==> src/ssr_pkg.sv <==
// Constants, command codes and carriers for the status event reporting block.
// Assumes one 25 MHz clock shared by the command parser and measurement engine.
//
// Operation
// RULE1: Event bits latch once set until cleared by their query or clear-status.
// RULE2: Summary bit is OR of enabled event bits; reading an enable keeps it.
// RULE3: Standard event bit 0 sets when all commands through operation-complete finish.
// RULE4: Standard event bit 2 sets on query errors of the output buffer.
// RULE5: Standard event bit 3 sets on self-test, calibration failure or overload.
// RULE6: Bit 4 sets on execution error, bit 5 on command syntax error.
// RULE7: Bit 7 sets after power cycle; bits 1 and 6 always read zero.
// RULE8: Errors on bits 2 to 5 push the error queue, overload excepted.
// RULE9: Reading overload sets bit 3 and the matching questionable overload bit.
// RULE10: Standard event register clears on clear-status and on its own query.
// RULE11: Standard enable clears on write zero, at power-on only with setting 1.
// RULE12: Questionable bit 0 sets on dc volts overload; unused bits read zero.
// RULE13: Questionable bit 9 sets on resistance range overload.
// RULE14: Questionable bit 10 sets on temperature range overload.
// RULE15: Questionable event clears on clear-status and its event query.
// RULE16: Questionable enable clears at power-on, on preset and on write zero.
// RULE17: Operation condition bit 8 shows filter enabled and settled, per measurement.
// RULE18: Operation event bit latches once the filter has ever settled.
// RULE19: Operation event clears on clear-status and query; enable like questionable.
// RULE20: Message available sets on first reading trigger, clears after all read.
// RULE21: With initiate then fetch, message available sets after all measurements.
// RULE22: Output buffer full before operation-complete stops readings.
// RULE23: Controller clears, sets masks, synchronises, then enables its SRQ; the model's setup task only clears and sets both masks.
// RULE24: Controller may enable bit 0 and poll status bit 5 for long commands.
// RULE25: Service request asserts while any enabled summary bit is set.
package ssr_pkg;
  // ===========================================================
  // Widths and bit positions
  localparam int ESR_W = 8;
  localparam int QUES_W = 16;
  localparam int DATA_W = 16;
  localparam int ESR_OPC = 0;
  localparam int ESR_QUERY = 2;
  localparam int ESR_DEVICE = 3;
  localparam int ESR_EXEC = 4;
  localparam int ESR_CMD = 5;
  localparam int ESR_PON = 7;
  localparam int QUES_DCV = 0;
  localparam int QUES_OHM = 9;
  localparam int QUES_TEMP = 10;
  localparam int OPER_FILT = 8;
  localparam int STB_QUES = 3;
  localparam int STB_MAV = 4;
  localparam int STB_ESB = 5;
  localparam int STB_RQS = 6;
  localparam int STB_OPER = 7;
  // ===========================================================
  // Implemented-bit masks and reset values
  localparam logic [7:0] ESR_USED = 8'hBD;
  localparam logic [15:0] QUES_USED = 16'h0601;
  localparam logic [15:0] OPER_USED = 16'h0100;
  localparam logic [7:0] SRE_USED = 8'hBF;
  localparam logic [7:0] MASK8_RST = 8'h00;
  localparam logic [15:0] MASK16_RST = 16'h0000;
  localparam logic PSC_RST = 1'b0;
  // ===========================================================
  // Commands and carriers
  typedef enum logic [4:0] {
    cmd_none, cmd_cls, cmd_esr_q, cmd_ese_w, cmd_ese_q, cmd_sre_w, cmd_sre_q,
    cmd_stb_q, cmd_qevt_q, cmd_qcond_q, cmd_qena_w, cmd_qena_q, cmd_oevt_q,
    cmd_ocond_q, cmd_oena_w, cmd_oena_q, cmd_preset, cmd_psc_w, cmd_psc_q,
    cmd_opc
  } ssr_cmd_e;
  typedef enum logic {por_load, por_run} ssr_por_e;
  typedef struct packed {
    logic valid;
    ssr_cmd_e code;
    logic [DATA_W-1:0] data;
  } ssr_cmd_s;
  typedef struct packed {
    logic valid;
    logic [DATA_W-1:0] data;
  } ssr_rsp_s;
  typedef struct packed {
    logic opc_done;
    logic query_err;
    logic selftest_fail;
    logic cal_fail;
    logic exec_err;
    logic cmd_err;
    logic overload;
    logic ovl_dcv;
    logic ovl_ohm;
    logic ovl_temp;
    logic meas_done;
    logic filter_en;
    logic filter_settled;
    logic first_trigger;
    logic init_mode;
    logic all_meas_done;
    logic out_drained;
    logic out_full;
  } ssr_events_s;
endpackage

==> src/ssr_event_group.sv <==
// One status group: latched event register, enable mask and summary bit.
// Assumes set pulses and clears come from logic on the same clock.
`timescale 1ns/100ps
module ssr_event_group #(
  parameter int W = 16,
  parameter logic [W-1:0] USED = '1
) (
  input wire logic clock,
  input wire logic resetn,
  input wire logic [W-1:0] set_bits,
  input wire logic evt_clr,
  input wire logic ena_we,
  input wire logic [W-1:0] ena_wdata,
  input wire logic ena_clr,
  input wire logic ena_load,
  input wire logic [W-1:0] ena_load_val,
  output logic [W-1:0] evt,
  output logic [W-1:0] ena,
  output logic summary
);
  // ===========================================================
  // Event latch: a set in the clearing cycle survives
  always_ff @(posedge clock or negedge resetn) begin
    if (!resetn) begin
      evt <= '0;
    end else begin
      evt <= ((evt_clr ? '0 : evt) | set_bits) & USED; // [RULE1]
    end
  end

  // ===========================================================
  // Enable mask, untouched by reads
  always_ff @(posedge clock or negedge resetn) begin
    if (!resetn) begin
      ena <= '0;
    end else if (ena_load) begin
      ena <= ena_load_val & USED;
    end else if (ena_clr) begin
      ena <= '0;
    end else if (ena_we) begin
      ena <= ena_wdata & USED; // [RULE2]
    end
  end

  assign summary = |(evt & ena); // [RULE2]

  a_evt_holds: assert property ( // [RULE1]
    @(posedge clock) disable iff (!resetn)
    (!evt_clr && (evt != '0)) |=> ((evt & $past(evt)) == $past(evt)))
    else $error("event bit dropped without clear");

  a_ena_steady: assert property ( // [RULE2]
    @(posedge clock) disable iff (!resetn)
    (!ena_we && !ena_clr && !ena_load) |=> $stable(ena))
    else $error("enable mask changed without write");
endmodule

==> src/ssr_msg_avail.sv <==
// Message-available tracker for the status byte.
// Assumes the output buffer logic pulses out_drained when its last message is read.
`timescale 1ns/100ps
module ssr_msg_avail (
  input wire logic clock,
  input wire logic resetn,
  input wire logic first_trigger,
  input wire logic init_mode,
  input wire logic all_meas_done,
  input wire logic out_drained,
  output logic mav
);
  logic set_mav;

  // Initiate mode fills memory first, so only completion counts
  assign set_mav = init_mode ? all_meas_done : first_trigger; // [RULE20] [RULE21]

  always_ff @(posedge clock or negedge resetn) begin
    if (!resetn) begin
      mav <= 1'b0;
    end else if (set_mav) begin
      mav <= 1'b1;
    end else if (out_drained) begin
      mav <= 1'b0; // [RULE20]
    end
  end

  a_mav_set: assert property ( // [RULE20]
    @(posedge clock) disable iff (!resetn)
    (first_trigger && !init_mode) |=> mav)
    else $error("message available missed first trigger");

  a_mav_init: assert property ( // [RULE21]
    @(posedge clock) disable iff (!resetn)
    (init_mode && !all_meas_done && !mav) |=> !mav)
    else $error("message available set before measurements done");
endmodule

==> src/ssr_status_event_reporting.sv <==
// Status event reporting: standard, questionable and operation groups,
// status byte, service request and power-on status clear handling.
// Assumes commands, events and polls arrive from logic on the same clock;
// nonvolatile settings are stable when reset is released.
`timescale 1ns/100ps
module ssr_status_event_reporting (
  input wire logic clock,
  input wire logic resetn,
  input wire ssr_pkg::ssr_cmd_s cmd,
  input wire ssr_pkg::ssr_events_s ev,
  input wire logic spoll,
  input wire logic nv_psc,
  input wire logic [7:0] nv_ese,
  input wire logic [7:0] nv_sre,
  output ssr_pkg::ssr_rsp_s rsp,
  output logic [7:0] stb,
  output logic srq,
  output logic err_push,
  output logic stop_readings,
  output logic psc_setting,
  output logic [7:0] ese_mask,
  output logic [7:0] sre_mask
);
  // ===========================================================
  // Declarations
  ssr_pkg::ssr_por_e por_state;
  logic running;
  logic loading;
  logic [7:0] esr_set;
  logic [7:0] esr_evt;
  logic esb_sum;
  logic [15:0] ques_set;
  logic [15:0] ques_evt;
  logic [15:0] ques_ena;
  logic [15:0] ques_cond;
  logic ques_sum;
  logic [15:0] oper_set;
  logic [15:0] oper_evt;
  logic [15:0] oper_ena;
  logic [15:0] oper_cond;
  logic oper_sum;
  logic mav;
  logic [7:0] summary;
  logic service;
  logic service_q;
  logic rqs;
  logic opc_pending;
  logic do_cls;
  logic ese_clear;
  logic [15:0] next_rsp_data;
  logic is_query;

  function automatic logic hit(input ssr_pkg::ssr_cmd_s c, input ssr_pkg::ssr_cmd_e code);
    hit = c.valid && (c.code == code);
  endfunction

  // ===========================================================
  // Power-on sequence
  // Settings are caught one edge after release, never under reset
  always_ff @(posedge clock or negedge resetn) begin
    if (!resetn) begin
      por_state <= ssr_pkg::por_load;
    end else begin
      case (por_state)
        ssr_pkg::por_load: por_state <= ssr_pkg::por_run;
        ssr_pkg::por_run: por_state <= ssr_pkg::por_run;
        default: por_state <= ssr_pkg::por_load;
      endcase
    end
  end

  assign loading = (por_state == ssr_pkg::por_load);
  assign running = (por_state == ssr_pkg::por_run);
  assign do_cls = running && hit(cmd, ssr_pkg::cmd_cls);

  always_ff @(posedge clock or negedge resetn) begin
    if (!resetn) begin
      psc_setting <= ssr_pkg::PSC_RST;
    end else if (loading) begin
      psc_setting <= nv_psc;
    end else if (hit(cmd, ssr_pkg::cmd_psc_w)) begin
      psc_setting <= (cmd.data != 16'h0000);
    end
  end

  // ===========================================================
  // Standard event group
  always_comb begin
    esr_set = 8'h00;
    esr_set[ssr_pkg::ESR_OPC] = running && ev.opc_done; // [RULE3]
    esr_set[ssr_pkg::ESR_QUERY] = running && ev.query_err; // [RULE4]
    esr_set[ssr_pkg::ESR_DEVICE] = running && // [RULE5] [RULE9]
      (ev.selftest_fail || ev.cal_fail || ev.overload);
    esr_set[ssr_pkg::ESR_EXEC] = running && ev.exec_err; // [RULE6]
    esr_set[ssr_pkg::ESR_CMD] = running && ev.cmd_err; // [RULE6]
    esr_set[ssr_pkg::ESR_PON] = loading; // [RULE7]
  end

  // Power-on clear of the mask only when the stored setting asks for it
  assign ese_clear = loading && nv_psc; // [RULE11]

  ssr_event_group #(
    .W(ssr_pkg::ESR_W),
    .USED(ssr_pkg::ESR_USED)
  ) u_esr (
    .clock(clock),
    .resetn(resetn),
    .set_bits(esr_set),
    .evt_clr(do_cls || hit(cmd, ssr_pkg::cmd_esr_q)), // [RULE10]
    .ena_we(running && hit(cmd, ssr_pkg::cmd_ese_w)), // [RULE11]
    .ena_wdata(cmd.data[7:0]),
    .ena_clr(ese_clear),
    .ena_load(loading && !nv_psc),
    .ena_load_val(nv_ese),
    .evt(esr_evt),
    .ena(ese_mask),
    .summary(esb_sum)
  );

  // ===========================================================
  // Questionable data group
  always_comb begin
    ques_set = 16'h0000;
    ques_set[ssr_pkg::QUES_DCV] = running && ev.overload && ev.ovl_dcv; // [RULE12]
    ques_set[ssr_pkg::QUES_OHM] = running && ev.overload && ev.ovl_ohm; // [RULE13]
    ques_set[ssr_pkg::QUES_TEMP] = running && ev.overload && ev.ovl_temp; // [RULE14]
  end

  // Condition view follows the last measurement only
  always_ff @(posedge clock or negedge resetn) begin
    if (!resetn) begin
      ques_cond <= ssr_pkg::MASK16_RST;
    end else if (ev.meas_done) begin
      ques_cond <= ques_set;
    end
  end

  ssr_event_group #(
    .W(ssr_pkg::QUES_W),
    .USED(ssr_pkg::QUES_USED)
  ) u_ques (
    .clock(clock),
    .resetn(resetn),
    .set_bits(ques_set),
    .evt_clr(do_cls || hit(cmd, ssr_pkg::cmd_qevt_q)), // [RULE15]
    .ena_we(running && hit(cmd, ssr_pkg::cmd_qena_w)),
    .ena_wdata(cmd.data),
    .ena_clr(loading || hit(cmd, ssr_pkg::cmd_preset)), // [RULE16]
    .ena_load(1'b0),
    .ena_load_val(ssr_pkg::MASK16_RST),
    .evt(ques_evt),
    .ena(ques_ena),
    .summary(ques_sum)
  );

  // ===========================================================
  // Operation status group
  always_ff @(posedge clock or negedge resetn) begin
    if (!resetn) begin
      oper_cond <= ssr_pkg::MASK16_RST;
    end else if (ev.meas_done) begin
      oper_cond <= 16'h0000;
      oper_cond[ssr_pkg::OPER_FILT] <= ev.filter_en && ev.filter_settled; // [RULE17]
    end
  end

  always_comb begin
    oper_set = 16'h0000;
    oper_set[ssr_pkg::OPER_FILT] = running && ev.meas_done && // [RULE18]
      ev.filter_en && ev.filter_settled;
  end

  ssr_event_group #(
    .W(ssr_pkg::QUES_W),
    .USED(ssr_pkg::OPER_USED)
  ) u_oper (
    .clock(clock),
    .resetn(resetn),
    .set_bits(oper_set),
    .evt_clr(do_cls || hit(cmd, ssr_pkg::cmd_oevt_q)), // [RULE19]
    .ena_we(running && hit(cmd, ssr_pkg::cmd_oena_w)),
    .ena_wdata(cmd.data),
    .ena_clr(loading || hit(cmd, ssr_pkg::cmd_preset)), // [RULE19]
    .ena_load(1'b0),
    .ena_load_val(ssr_pkg::MASK16_RST),
    .evt(oper_evt),
    .ena(oper_ena),
    .summary(oper_sum)
  );

  // ===========================================================
  // Message available
  ssr_msg_avail u_mav (
    .clock(clock),
    .resetn(resetn),
    .first_trigger(ev.first_trigger),
    .init_mode(ev.init_mode),
    .all_meas_done(ev.all_meas_done),
    .out_drained(ev.out_drained),
    .mav(mav)
  );

  // ===========================================================
  // Status byte and service request
  always_comb begin
    summary = 8'h00;
    summary[ssr_pkg::STB_QUES] = ques_sum;
    summary[ssr_pkg::STB_MAV] = mav;
    summary[ssr_pkg::STB_ESB] = esb_sum;
    summary[ssr_pkg::STB_OPER] = oper_sum;
  end

  assign service = |(summary & sre_mask); // [RULE25]

  always_ff @(posedge clock or negedge resetn) begin
    if (!resetn) begin
      sre_mask <= ssr_pkg::MASK8_RST;
    end else if (loading) begin
      sre_mask <= nv_psc ? ssr_pkg::MASK8_RST : (nv_sre & ssr_pkg::SRE_USED);
    end else if (hit(cmd, ssr_pkg::cmd_sre_w)) begin
      sre_mask <= cmd.data[7:0] & ssr_pkg::SRE_USED;
    end
  end

  always_ff @(posedge clock or negedge resetn) begin
    if (!resetn) begin
      srq <= 1'b0;
      service_q <= 1'b0;
    end else begin
      srq <= service; // [RULE25]
      service_q <= service;
    end
  end

  // New request beats a poll in the same cycle; cause gone drops it
  always_ff @(posedge clock or negedge resetn) begin
    if (!resetn) begin
      rqs <= 1'b0;
    end else if (service && !service_q) begin
      rqs <= 1'b1;
    end else if (spoll || !service) begin
      rqs <= 1'b0;
    end
  end

  always_ff @(posedge clock or negedge resetn) begin
    if (!resetn) begin
      stb <= 8'h00;
    end else begin
      stb <= summary;
      stb[ssr_pkg::STB_RQS] <= rqs;
    end
  end

  // ===========================================================
  // Error queue push and reading stop
  always_ff @(posedge clock or negedge resetn) begin
    if (!resetn) begin
      err_push <= 1'b0;
    end else begin
      // Overload alone never reaches the error queue
      err_push <= running && (ev.query_err || ev.selftest_fail || // [RULE8]
        ev.cal_fail || ev.exec_err || ev.cmd_err);
    end
  end

  always_ff @(posedge clock or negedge resetn) begin
    if (!resetn) begin
      opc_pending <= 1'b0;
    end else if (running && hit(cmd, ssr_pkg::cmd_opc)) begin
      opc_pending <= 1'b1;
    end else if (ev.opc_done) begin
      opc_pending <= 1'b0;
    end
  end

  always_ff @(posedge clock or negedge resetn) begin
    if (!resetn) begin
      stop_readings <= 1'b0;
    end else begin
      stop_readings <= ev.out_full && opc_pending; // [RULE22]
    end
  end

  // ===========================================================
  // Query answers: value before any clear of the same edge
  always_comb begin
    next_rsp_data = 16'h0000;
    is_query = cmd.valid && running;
    case (cmd.code)
      ssr_pkg::cmd_esr_q: next_rsp_data = {8'h00, esr_evt};
      ssr_pkg::cmd_ese_q: next_rsp_data = {8'h00, ese_mask};
      ssr_pkg::cmd_sre_q: next_rsp_data = {8'h00, sre_mask};
      ssr_pkg::cmd_stb_q: next_rsp_data = {8'h00, stb};
      ssr_pkg::cmd_qevt_q: next_rsp_data = ques_evt;
      ssr_pkg::cmd_qcond_q: next_rsp_data = ques_cond;
      ssr_pkg::cmd_qena_q: next_rsp_data = ques_ena;
      ssr_pkg::cmd_oevt_q: next_rsp_data = oper_evt;
      ssr_pkg::cmd_ocond_q: next_rsp_data = oper_cond;
      ssr_pkg::cmd_oena_q: next_rsp_data = oper_ena;
      ssr_pkg::cmd_psc_q: next_rsp_data = {15'h0000, psc_setting};
      default: is_query = 1'b0;
    endcase
  end

  always_ff @(posedge clock or negedge resetn) begin
    if (!resetn) begin
      rsp <= '0;
    end else begin
      rsp.valid <= is_query;
      rsp.data <= next_rsp_data;
    end
  end

  // ===========================================================
  // Checks
  a_ovl_no_err: assert property ( // [RULE8]
    @(posedge clock) disable iff (!resetn)
    (running && ev.overload && !ev.query_err && !ev.selftest_fail && !ev.cal_fail
      && !ev.exec_err && !ev.cmd_err) |=> !err_push)
    else $error("overload pushed an error entry");

  a_err_pushed: assert property ( // [RULE8]
    @(posedge clock) disable iff (!resetn)
    (running && (ev.exec_err || ev.cmd_err)) |=> err_push)
    else $error("error not pushed to queue");
  a_srq_service: assert property ( // [RULE25]
    @(posedge clock) disable iff (!resetn)
    service |=> srq)
    else $error("service request not raised");
  a_stop_full: assert property ( // [RULE22]
    @(posedge clock) disable iff (!resetn)
    (ev.out_full && opc_pending) |=> stop_readings)
    else $error("readings not stopped on full buffer");
  a_esr_unused: assert property ( // [RULE7]
    @(posedge clock) disable iff (!resetn)
    !esr_evt[1] && !esr_evt[6])
    else $error("unused standard event bit set");

  a_pon_flag: assert property ( // [RULE7]
    @(posedge clock) disable iff (!resetn)
    loading |=> esr_evt[ssr_pkg::ESR_PON])
    else $error("power-on bit not set");

  a_ese_psc: assert property ( // [RULE11]
    @(posedge clock) disable iff (!resetn)
    (loading && !nv_psc) |=> (ese_mask == ($past(nv_ese) & ssr_pkg::ESR_USED)))
    else $error("standard enable lost at power-on");

  a_ques_por: assert property ( // [RULE16]
    @(posedge clock) disable iff (!resetn)
    (loading || hit(cmd, ssr_pkg::cmd_preset)) |=> (ques_ena == 16'h0000))
    else $error("questionable enable not cleared");

  a_ques_unused: assert property ( // [RULE12]
    @(posedge clock) disable iff (!resetn)
    (ques_evt & ~ssr_pkg::QUES_USED) == 16'h0000)
    else $error("unused questionable bit set");

  a_oper_cond: assert property ( // [RULE17]
    @(posedge clock) disable iff (!resetn)
    ev.meas_done |=> (oper_cond[ssr_pkg::OPER_FILT] == $past(ev.filter_en && ev.filter_settled)))
    else $error("operation condition bit wrong");

  a_esr_query: assert property ( // [RULE10]
    @(posedge clock) disable iff (!resetn)
    (hit(cmd, ssr_pkg::cmd_esr_q) && esr_set == 8'h00) |=> (esr_evt == 8'h00))
    else $error("standard event not cleared by query");
endmodule

==> config.mk <==
export PLATFORM = sky130hd
export DESIGN_NAME = ssr_status_event_reporting
export DESIGN_NICKNAME = d
export VERILOG_FILES = /design/src/ssr_pkg.sv /design/src/ssr_event_group.sv /design/src/ssr_msg_avail.sv /design/src/ssr_status_event_reporting.sv
export SDC_FILE = /design/constraint.sdc
export NUM_CORES = 1
export LEC_CHECK = 0
export BUFFER_PORTS_ARGS = -buffer_cell sky130_fd_sc_hd__buf_2
export CAP_MARGIN = 0
export CORE_AREA = 8 8 97 99
export CTS_CLUSTER_DIAMETER = 120
export DETAILED_ROUTE_END_ITERATION = 8
export DIE_AREA = 0 0 105 107
export PLACE_DENSITY = 0.58
export SLEW_MARGIN = 20
export SYNTH_ARGS = -nofsm -noshare
export SYNTH_HDL_FRONTEND = slang
export SYNTH_SLANG_ARGS = --single-unit
==> constraint.sdc <==
create_clock -name clock -period 2.85 [get_ports clock]
set_clock_uncertainty 0.1 [all_clocks]
set_input_delay 0.285 -clock clock [delete_from_list [all_inputs] [get_ports clock]]
set_output_delay 0.285 -clock clock [all_outputs]
set_load 0.005 [all_outputs]
* After elaboration in Yosys (flattened, before gate mapping)
Index checks and enable logic that the tools add are counted.
Storage, ports and cells: output and inout port bits 45, register bits after elaboration 92, word-level logic and storage cells 134, input port bits 60
Cells by class: mux-type cells 24, equality and inequality tests 21, bitwise gates (word level) 8, reductions and logical operators 61
Operator list (count):
- $pmux W16 S11 | 1
- $mux W16 | 4
- $mux W8 | 7
- $eq A5 B4 Y1 const B | 8
- $logic_and A1 B1 Y1 | 35
- $reduce_or A16 Y1 | 2
- $eq A5 B3 Y1 const B | 4
- $eq A5 B5 Y1 const B | 4
- $and A11 B16 Y16 | 1
- $and A8 B8 Y8 | 2
- $and A9 B16 Y16 | 1
- $reduce_bool A16 Y1 | 1
- $reduce_or A8 Y1 | 2
- $logic_or A1 B1 Y1 | 11
- $mux W11 | 1
- $or A11 B11 Y11 | 1
- $reduce_or A11 Y1 | 1
- $eq A5 B2 Y1 const B | 2
- $mux W1 | 10
- $reduce_bool A2 Y1 | 5
- $mux W9 | 1
- $or A9 B9 Y9 | 1
- $or A8 B8 Y8 | 1
- $eq A5 B1 Y1 const B | 1
- other kinds (4) | 7

* Depth between registers and ports, before layout
Gate-level depths: netlist (run 1).
depth in word-level cells 8, depth in mapped cells 6, mapped depth without buffers 4

* Cells and area by module
From an unflattened synthesis (run 1), not the netlist that was laid out.
Unflattened totals: cells, all modules 386, area, all modules 3748.6 sq um
By module, submodules not included:
- ssr_status_event_reporting | instances 1, area each 2389.8 sq um, sequential area each 1001.0 sq um, cells an instance 249
- ssr_event_group at u_esr | instances 1, area each 539.3 sq um, sequential area each 300.3 sq um, cells an instance 48
- ssr_event_group at u_ques | instances 1, area each 452.9 sq um, sequential area each 150.1 sq um, cells an instance 46
- ssr_event_group at u_oper | instances 1, area each 322.8 sq um, sequential area each 50.0 sq um, cells an instance 39
- ssr_msg_avail | instances 1, area each 43.8 sq um, sequential area each 25.0 sq um, cells an instance 4

* Worst setup path after synthesis (run 1)
No wires, ideal clock.
path kind input -> register, from in cmd[19] in the netlist's numbering, to reg u_esr.evt[0], arrival 1275 ps, cell stages on the path 4, buffers on the path 1, data required time 2629 ps, setup slack 1354 ps, library setup time 121 ps, cell sequence buf_6 > or3b_4 > a211o_1 > a22o_1
On the way: cells in the longest elaborated chain, start to end 6, elaborated cells between the ends (all ways) 8, classes of those cells 2 x eq/ne; 1 x mux; 1 x bitwise; 4 x reduce/logical
RTL lines:
- from (decl) | line ssr_status_event_reporting.sv:9 | input wire ssr_pkg::ssr_cmd_s cmd,
- $eq A5 B1 Y1 | line ssr_status_event_reporting.sv:54 | hit = c.valid && (c.code == code);
- $logic_and A1 B1 Y1 | line ssr_status_event_reporting.sv:54
- $logic_and A1 B1 Y1 | line ssr_status_event_reporting.sv:74 | assign do_cls = running && hit(cmd, ssr_pkg::cmd_cls);
- $logic_or A1 B1 Y1 * | line ssr_status_event_reporting.sv:109 | .evt_clr(do_cls || hit(cmd, ssr_pkg::cmd_esr_q)),
- $mux W8 * | line ssr_event_group.sv:27 | evt <= ((evt_clr ? '0 : evt) | set_bits) & USED;
- $or A8 B8 Y8 * | line ssr_event_group.sv:27
- to (signal assigned) | line ssr_event_group.sv:27
- to (decl) | line ssr_event_group.sv:17 | output logic [W-1:0] evt,
Every way passes the cells marked *; elsewhere a longest branch is shown, timed or not. A chain may end at the register's enable or synchronous reset.

* Worst setup path in the final report (run 1)
from reg por_state, to reg u_esr.evt[0]
On the way: cells in the longest elaborated chain, start to end 4, elaborated cells between the ends (all ways) 5, classes of those cells 1 x mux; 1 x bitwise; 3 x reduce/logical
RTL lines:
- from (decl) | line ssr_status_event_reporting.sv:26 | ssr_pkg::ssr_por_e por_state;
- from (signal assigned) | line ssr_status_event_reporting.sv:62 | por_state <= ssr_pkg::por_load;
- from (signal assigned) | line ssr_status_event_reporting.sv:65 | ssr_pkg::por_load: por_state <= ssr_pkg::por_run;
- from (signal assigned) | line ssr_status_event_reporting.sv:66 | ssr_pkg::por_run: por_state <= ssr_pkg::por_run;
- $logic_and A1 B1 Y1 | line ssr_status_event_reporting.sv:74
- $logic_or A1 B1 Y1 | line ssr_status_event_reporting.sv:109
- $mux W8 | line ssr_event_group.sv:27
- $or A8 B8 Y8 * | line ssr_event_group.sv:27
Marked as above.

==> impl_results.md, run 1 <==
- First-pass GRT wire length: 12,700 µm
- Startpoint types: register
- Post-synth EDFFs: 0
- Worst Tran Pin Value: between 0.7 and 0.8 ns
- Final Slew Violations: 0
- Worst hold path type: in -> async
- Total GRT Usage: between 10% and 20%
- Final Power: 1.59 mW
- Top-area cell type share of the netlist area: 52.4%
- Worst Setup Path Type: reg -> reg
- Area of the multi-input gates: 0.00113 mm²
- GPL Wtd Cong: 0.815
- DR DRC count: 0
- CP Buf/Inv Count: 1
- Final Hold Viols: 0
- Die X: 105 µm
- Leak pwr: 1.55 nW
- Worst reg-to-reg setup slack: 0.98 ns
- 1st-iter DRT viols: 86
- # hold bufs at CTS: 0
- Vias post-DR: 2,264
- DR pass1 iterations: 4
- Crit share post-route: 65.5%
- Dominant cells by area after synthesis: dfrtp_1 52%, a22oi_1 7.3%, mux2i_1 3.7%, buf_4 3.4%, nor2_1 3.4%
- Ys async rst share: 100%
- Crit path time final: around 1.9 ns
- Outcome: finished, final reports clean
- Rel. slew slack: a little under half
- Sequential share of the synthesized area: 52.4%
- WL per Instance: between 15 and 20 µm
- Die Ht: between 100 and 150 µm
- Unrepaired setup endpoints after global routing: no
- Critical Path RT: 2.94 ns
- CP cell instances: buf_4 -> nand3b_1 -> a211o_1 -> a22o_1
- Via/cell ratio: between 5 and 6
- Core area: about 0.0079 mm²
- Synth unique cells: 46
- Later-pin clock latency in the skew report: 0.31 ns
- Boundary Pins: 105
- Cts bufs inserted: 5
- Cell count after synthesis: 255
- Max clock buf depth: 2
- Worst Path Max Fanout: 14
- Max-cap viol count: 0
- Largest net degree at the start of global routing: 57
- CTS tree: yes
- Max Freq: ~0.54 GHz
- Finished Layout Cells: 447
- Critical Path Max Stage Delay: between 0.6 and 0.7 ns
- Number of global-route vias before repair: 2,457
- Initial antenna violation count: 0
- Synthesized flop and latch total: 56
- Pre-CTS WS: 1.02 ns
- N_diodes: 0
- Syn. warnings: 0
- Ys flop type: dfrtp_1
- Fin Setup TNS: 0 ns
- Area leader, netlist: dfrtp_1
- Top delay family on crit path: flip-flops
- Buffers inserted by post-CTS timing repair: 0
- Slowest stage cell on the critical path: dfrtp_1
- Clk slew on worst S/H paths: around 0.1 ns
- Overflow after GRT: 0
- FF+latch area: 0.00140 mm²
- Worst VDD drop: 234 µV
- Post-Route WL: 7850 µm
- Layout cell share with drive strength beyond 1: between 30% and 40%
- # rows: 33
- Placed Cells: 439
- Post-DP HPWL: 6100 µm
- Post-CTS resize count: 0
- # fillers: roughly 790
- Crit end category: register
- CTS root buffer: clkbuf_8
- Port-buffer cells: 90
- Final setup viols: 0
- Final setup margin: 0.982 ns
- Antenna-violating nets left: 0
- Clk sink count: 56
- Area Growth Syn to Fin: 21.6%
- Final net count: around 400
- PwrDens: 487 mW/mm²
- H-tree depth: 2
- Syn_area_per_cell: ~10 µm²
- Die ar.: 0.0112 mm²
- Netlist Area Pre-Place: 0.00268 mm²
- CP arrival: 1.96 ns
- Initial Util: 33.7%
[synth_stat cells, drive strengths merged (3+ instances only)]
cell type  number
a21oi          15
a22o            5
a22oi          26
a32o            3
and2            4
buf            22
dfrtp          56
inv             8
mux2i          10
nand2          16
nand2b          5
nand3           3
nand3b          5
nand4           4
nor2           24
nor3            5
nor4            7
o21ai          11
o22ai           3
[cell families after synthesis]
| group | synth area share [%] |
|---|---|
| AND/OR/NAND/NOR | 17.5 |
| AO/OA/AOI/OAI | 19.2 |
| flip-flops | 52.4 |
| buffers and inverters | 6.83 |
| multiplexers | 3.74 |
| other | 0.281 |
[report_power, final]
part	internal [mW]	switching (mW)
Clock	0.176	0.262
Combinational	0.112	0.139
Sequential	0.849	0.0481
Total	1.14	0.449
[layer usage]
layer / wire length (µm) / global-route usage, %
met1: 3760 / 18.7
met2: 3520 / 21.2
met3: 383 / 3.18
met4: 180 / 6.32
met5: 0 / 0
[sequential cells by signal, indices dropped and copies added, names as in the netlist, 3 cells and up]
name	count
u_ques.ena	3
u_ques.evt	3
stb	5
ques_cond	3
sre_mask	7
rsp	12
u_esr.evt	6
u_esr.ena	6
[stage by stage]
stage                     util [%]  cell area (µm²)  hold slack (ns)
after floorplan                  -             2710           -0.111
after global placement        39.9             3160            0.260
after detailed placement      39.9             3160            0.267
after CTS                     41.0             3250           0.0337
after global routing          41.0             3250           0.0409
final                         41.0             3250          0.00613
[area by class of cell]
type / instances / share of cell area [%]
inverters: 8 / 0.923
well taps: 105 / 4.04
flip-flops and latches: 56 / 43.1
clock buffers: 6 / 2.23
clock inverters: 2 / 0.500
repair buffers: 93 / 14.5
multi-input cells: 177 / 34.7
[final timing paths]
path,from,end,cells past startpoint
min in group clock,ev[1],u_mav.mav,2
max in group asynchronous,resetn,rsp[0],2
worst max register to register,por_state,u_esr.evt[0],4
worst min register to register,rqs,stb[6],0
worst min-delay path,resetn,por_state,2
worst max-delay path,por_state,u_esr.evt[0],4
[worst reg2reg max path: stages (launching register included)]
cell,delay [ns]
dfrtp_1,0.68
buf_4,0.28
nand3b_1,0.09
a211o_1,0.40
a22o_1,0.22
[layout by cell type (no fill, tap or decap), types with 4 or more instances in the layout]
| cell | n |
|---|---|
| mux2i_1 | 10 |
| nor4_1 | 5 |
| and2_1 | 4 |
| inv_1 | 8 |
| dfrtp_1 | 56 |
| nand4_1 | 4 |
| conb_1 | 12 |
| clkbuf_8 | 5 |
| a22oi_1 | 26 |
| o21ai_0 | 10 |
| a22o_1 | 5 |
| buf_2 | 90 |
| nor3_1 | 4 |
| nand2b_1 | 4 |
| nor2_1 | 24 |
| nand3b_1 | 5 |
| nand2_1 | 16 |
| a21oi_1 | 15 |
No activity file was read; power rests on OpenSTA's default activity.
==> inputs of run 2 (changes only) <==
Clock period 2.85 ns to 1.8 ns, I/O delays scaled along.
==> impl_results.md, run 2 (synthesized netlist as in run 1, its figures left out) <==
- Final Hold Viols: 0 (unchanged)
- Commonest non-fill, non-tap cell in the layout: buf_2 (unchanged)
- Max-cap viol count: 0 (unchanged)
- Worst Path Max Fanout: 19 (was 14)
- Final net count: 410 (was 401)
- Outcome: finished, final reports clean (unchanged)
- DR DRC count: 0 (unchanged)
- Reg2Reg Depth: 5 (was 4)
- Worst hold start: ev[5]
- Area Growth Syn to Fin: 26.1% (was 21.6%)
- CP arrival: 1.71 ns (was 1.96 ns)
- CP cell instances: buf_4 -> nand2_1 -> nor4_4 -> mux2i_1 -> nor2_1 (was buf_4 -> nand3b_1 -> a211o_1 -> a22o_1)
- Crit share post-route: 89.0% (was 65.5%)
- Cts bufs inserted: 5 (unchanged)
- Initial antenna violation count: 0 (unchanged)
- Post-DP HPWL: 6130 µm (was 6100 µm)
- CP Buf/Inv Count: 1 (unchanged)
- Total GRT Usage: 14.2% (was 14.0%)
- Core area: 0.00793 mm² (unchanged)
- Unrepaired setup endpoints after global routing: no (unchanged)
- Max Freq: 0.624 GHz (was 0.535 GHz)
- Leak pwr: 1.61 nW (was 1.55 nW)
- Regs by FF count: rsp x12, sre_mask x7 (unchanged)
- Hold path cells: 3
- Later-pin clock latency in the skew report: 0.30 ns (was 0.31 ns)
- Initial Util: 33.7% (unchanged)
- Die ar.: 0.0112 mm² (unchanged)
- Critical Path Max Stage Delay: 0.39 ns (was 0.68 ns)
- Critical Path RT: 1.91 ns (was 2.94 ns)
- Fin Setup TNS: 0 ns (unchanged)
- DR pass1 iterations: 6 (was 4)
- Number of global-route vias before repair: 2,447 (was 2,457)
- H-tree depth: 2 (unchanged)
- Clk slew on worst S/H paths: 0.10 ns (about the same)
- Via/cell ratio: 5.03 (was 5.06)
- WL per Instance: 17.3 µm (was 17.6 µm)
- Worst Tran Pin Value: 0.530 ns (was 0.796 ns)
- GPL Wtd Cong: 0.841 (was 0.815)
- Slowest stage cell on the critical path: dfrtp_1 (unchanged)
- Rel. slew slack: 64.6% (was 46.8%)
- Top delay family on crit path: simple AND/OR/NAND/NOR gates (was flip-flops)
- Final setup viols: 0 (unchanged)
- CTS root buffer: clkbuf_8 (unchanged)
- Worst r2r src: por_state (unchanged)
- Reg with most FFs: rsp (unchanged)
- # rows: 33 (unchanged)
- Overflow after GRT: 0 (unchanged)
- Most frequent cells in the layout: 90 x buf_2, 56 x dfrtp_1, 26 x a22oi_1, 23 x nor2_1, 16 x nand2_1 (was 90 x buf_2, 56 x dfrtp_1, 26 x a22oi_1, 24 x nor2_1, 16 x nand2_1)
- Worst hold path type: in -> reg (was in -> async)
- Startpoint types: register (unchanged)
- Boundary Pins: 105 (unchanged)
- N_diodes: 0 (unchanged)
- CP startpoint: por_state (unchanged)
- Crit path time final: 1.60 ns (was 1.87 ns)
- Antenna-violating nets left: 0 (unchanged)
- Worst VDD drop: 318 µV (was 234 µV)
- Crit end category: register (unchanged)
- CP Depth: 5 (was 4)
- CTS tree: yes (unchanged)
- Largest net degree at the start of global routing: 36 (was 57)
- Layout cell share with drive strength beyond 1: 31.9% (was 31.6%)
- Post-Route WL: 7900 µm (was 7850 µm)
- 1st-iter DRT viols: 162 (was 86)
- Worst Setup Path Type: reg -> reg (unchanged)
- Max clock buf depth: 2 (unchanged)
- Vias post-DR: 2,294 (was 2,264)
- PwrDens: 792 mW/mm² (was 487 mW/mm²)
- Final Power: 2.67 mW (was 1.59 mW)
- Final Slew Violations: 0 (unchanged)
- Largest register FFs: 12 (unchanged)
- First-pass GRT wire length: 12,800 µm (was 12,700 µm)
- Die X: 105 µm (unchanged)
- Die Ht: 107 µm (unchanged)
- Clk sink count: 56 (unchanged)
- Port-buffer cells: 90 (unchanged)
==> run 2: cell types whose count changed in the layout (fill, tap and decap cells not counted) <==
cell           change
bufinv_16          +1
nor2_2             +1
clkinvlp_4         -1
dlygate4sd3_1      +6
buf_12             +1
inv_6              +1
clkinv_4           -1
nor2_1             -1
buf_4              +2
==> run 2: power breakdown <==
group / leakage (nW) / internal [mW] / switching [mW] / total, mW
sequential: 0.678 / 1.34 / 0.0732 / 1.42
clock: 0.0558 / 0.421 / 0.414 / 0.835
combinational: 0.872 / 0.193 / 0.227 / 0.419
==> run 2: metal layers <==
metal | GRT usage [%] | wire length, µm | vias up
li1 | - | - | 1105
met1 | 18.3 | 3640 | 1088
met2 | 22.1 | 3630 | 87
met3 | 3.60 | 438 | 14
met4 | 6.12 | 186 | 0
met5 | 0 | 0 | -
==> run 2: area by class of cell <==
cell class / count / area (µm²)
Clock buffer: 6 / 72.6
Sequential cell: 56 / 1400
Timing Repair Buffer: 102 / 568
Inverter: 8 / 30.0
Multi-Input combinational cell: 177 / 1130
Tap cell: 105 / 131
Fill cell: 838 / 4550
Clock inverter: 2 / 38.8
==> run 2: through the flow <==
stage                     setup slack (ns)  hold slack [ns]  util [%]  area, µm²  cells
after floorplan                      0.409           -0.216         -       2710    265
after detailed placement             0.184            0.107      40.4       3200    442
after CTS                           0.0898           0.0101      42.5       3370    456
final                                0.198           0.0205      42.6       3370    456
after global routing                0.0779          0.00785      42.6       3370    456
after global placement               0.196           0.0920      40.4       3200    442
==> run 2: worst paths after layout <==
| check | slack (ns) | endpoint |
|---|---|---|
| max | 0.20 | u_ques.ena[10] |
| min | 0.02 | oper_cond[8] |
| max reg2reg | 0.20 | u_ques.ena[10] |
| min reg2reg | 0.29 | stb[6] |
| max in group asynchronous | 0.77 | u_mav.mav |
| min in group asynchronous | 0.27 | ques_cond[10] |
==> run 2: worst register-to-register path, delay by kind of cell, from the launching register on <==
| family | cells | cell delay, ns |
|---|---|---|
| mux | 1 | 0.23 |
| simple gates | 3 | 0.51 |
| flops | 1 | 0.39 |
| buf+inv | 1 | 0.26 |
==> run 2: what timing repair did <==
item                                    in CTS  in global routing
endpoints found under the setup margin       0                  4
setup buffers                                0                  0
gates resized for setup                      0                  1
endpoints found under the hold margin       25                  0
hold buffers                                 6                  0
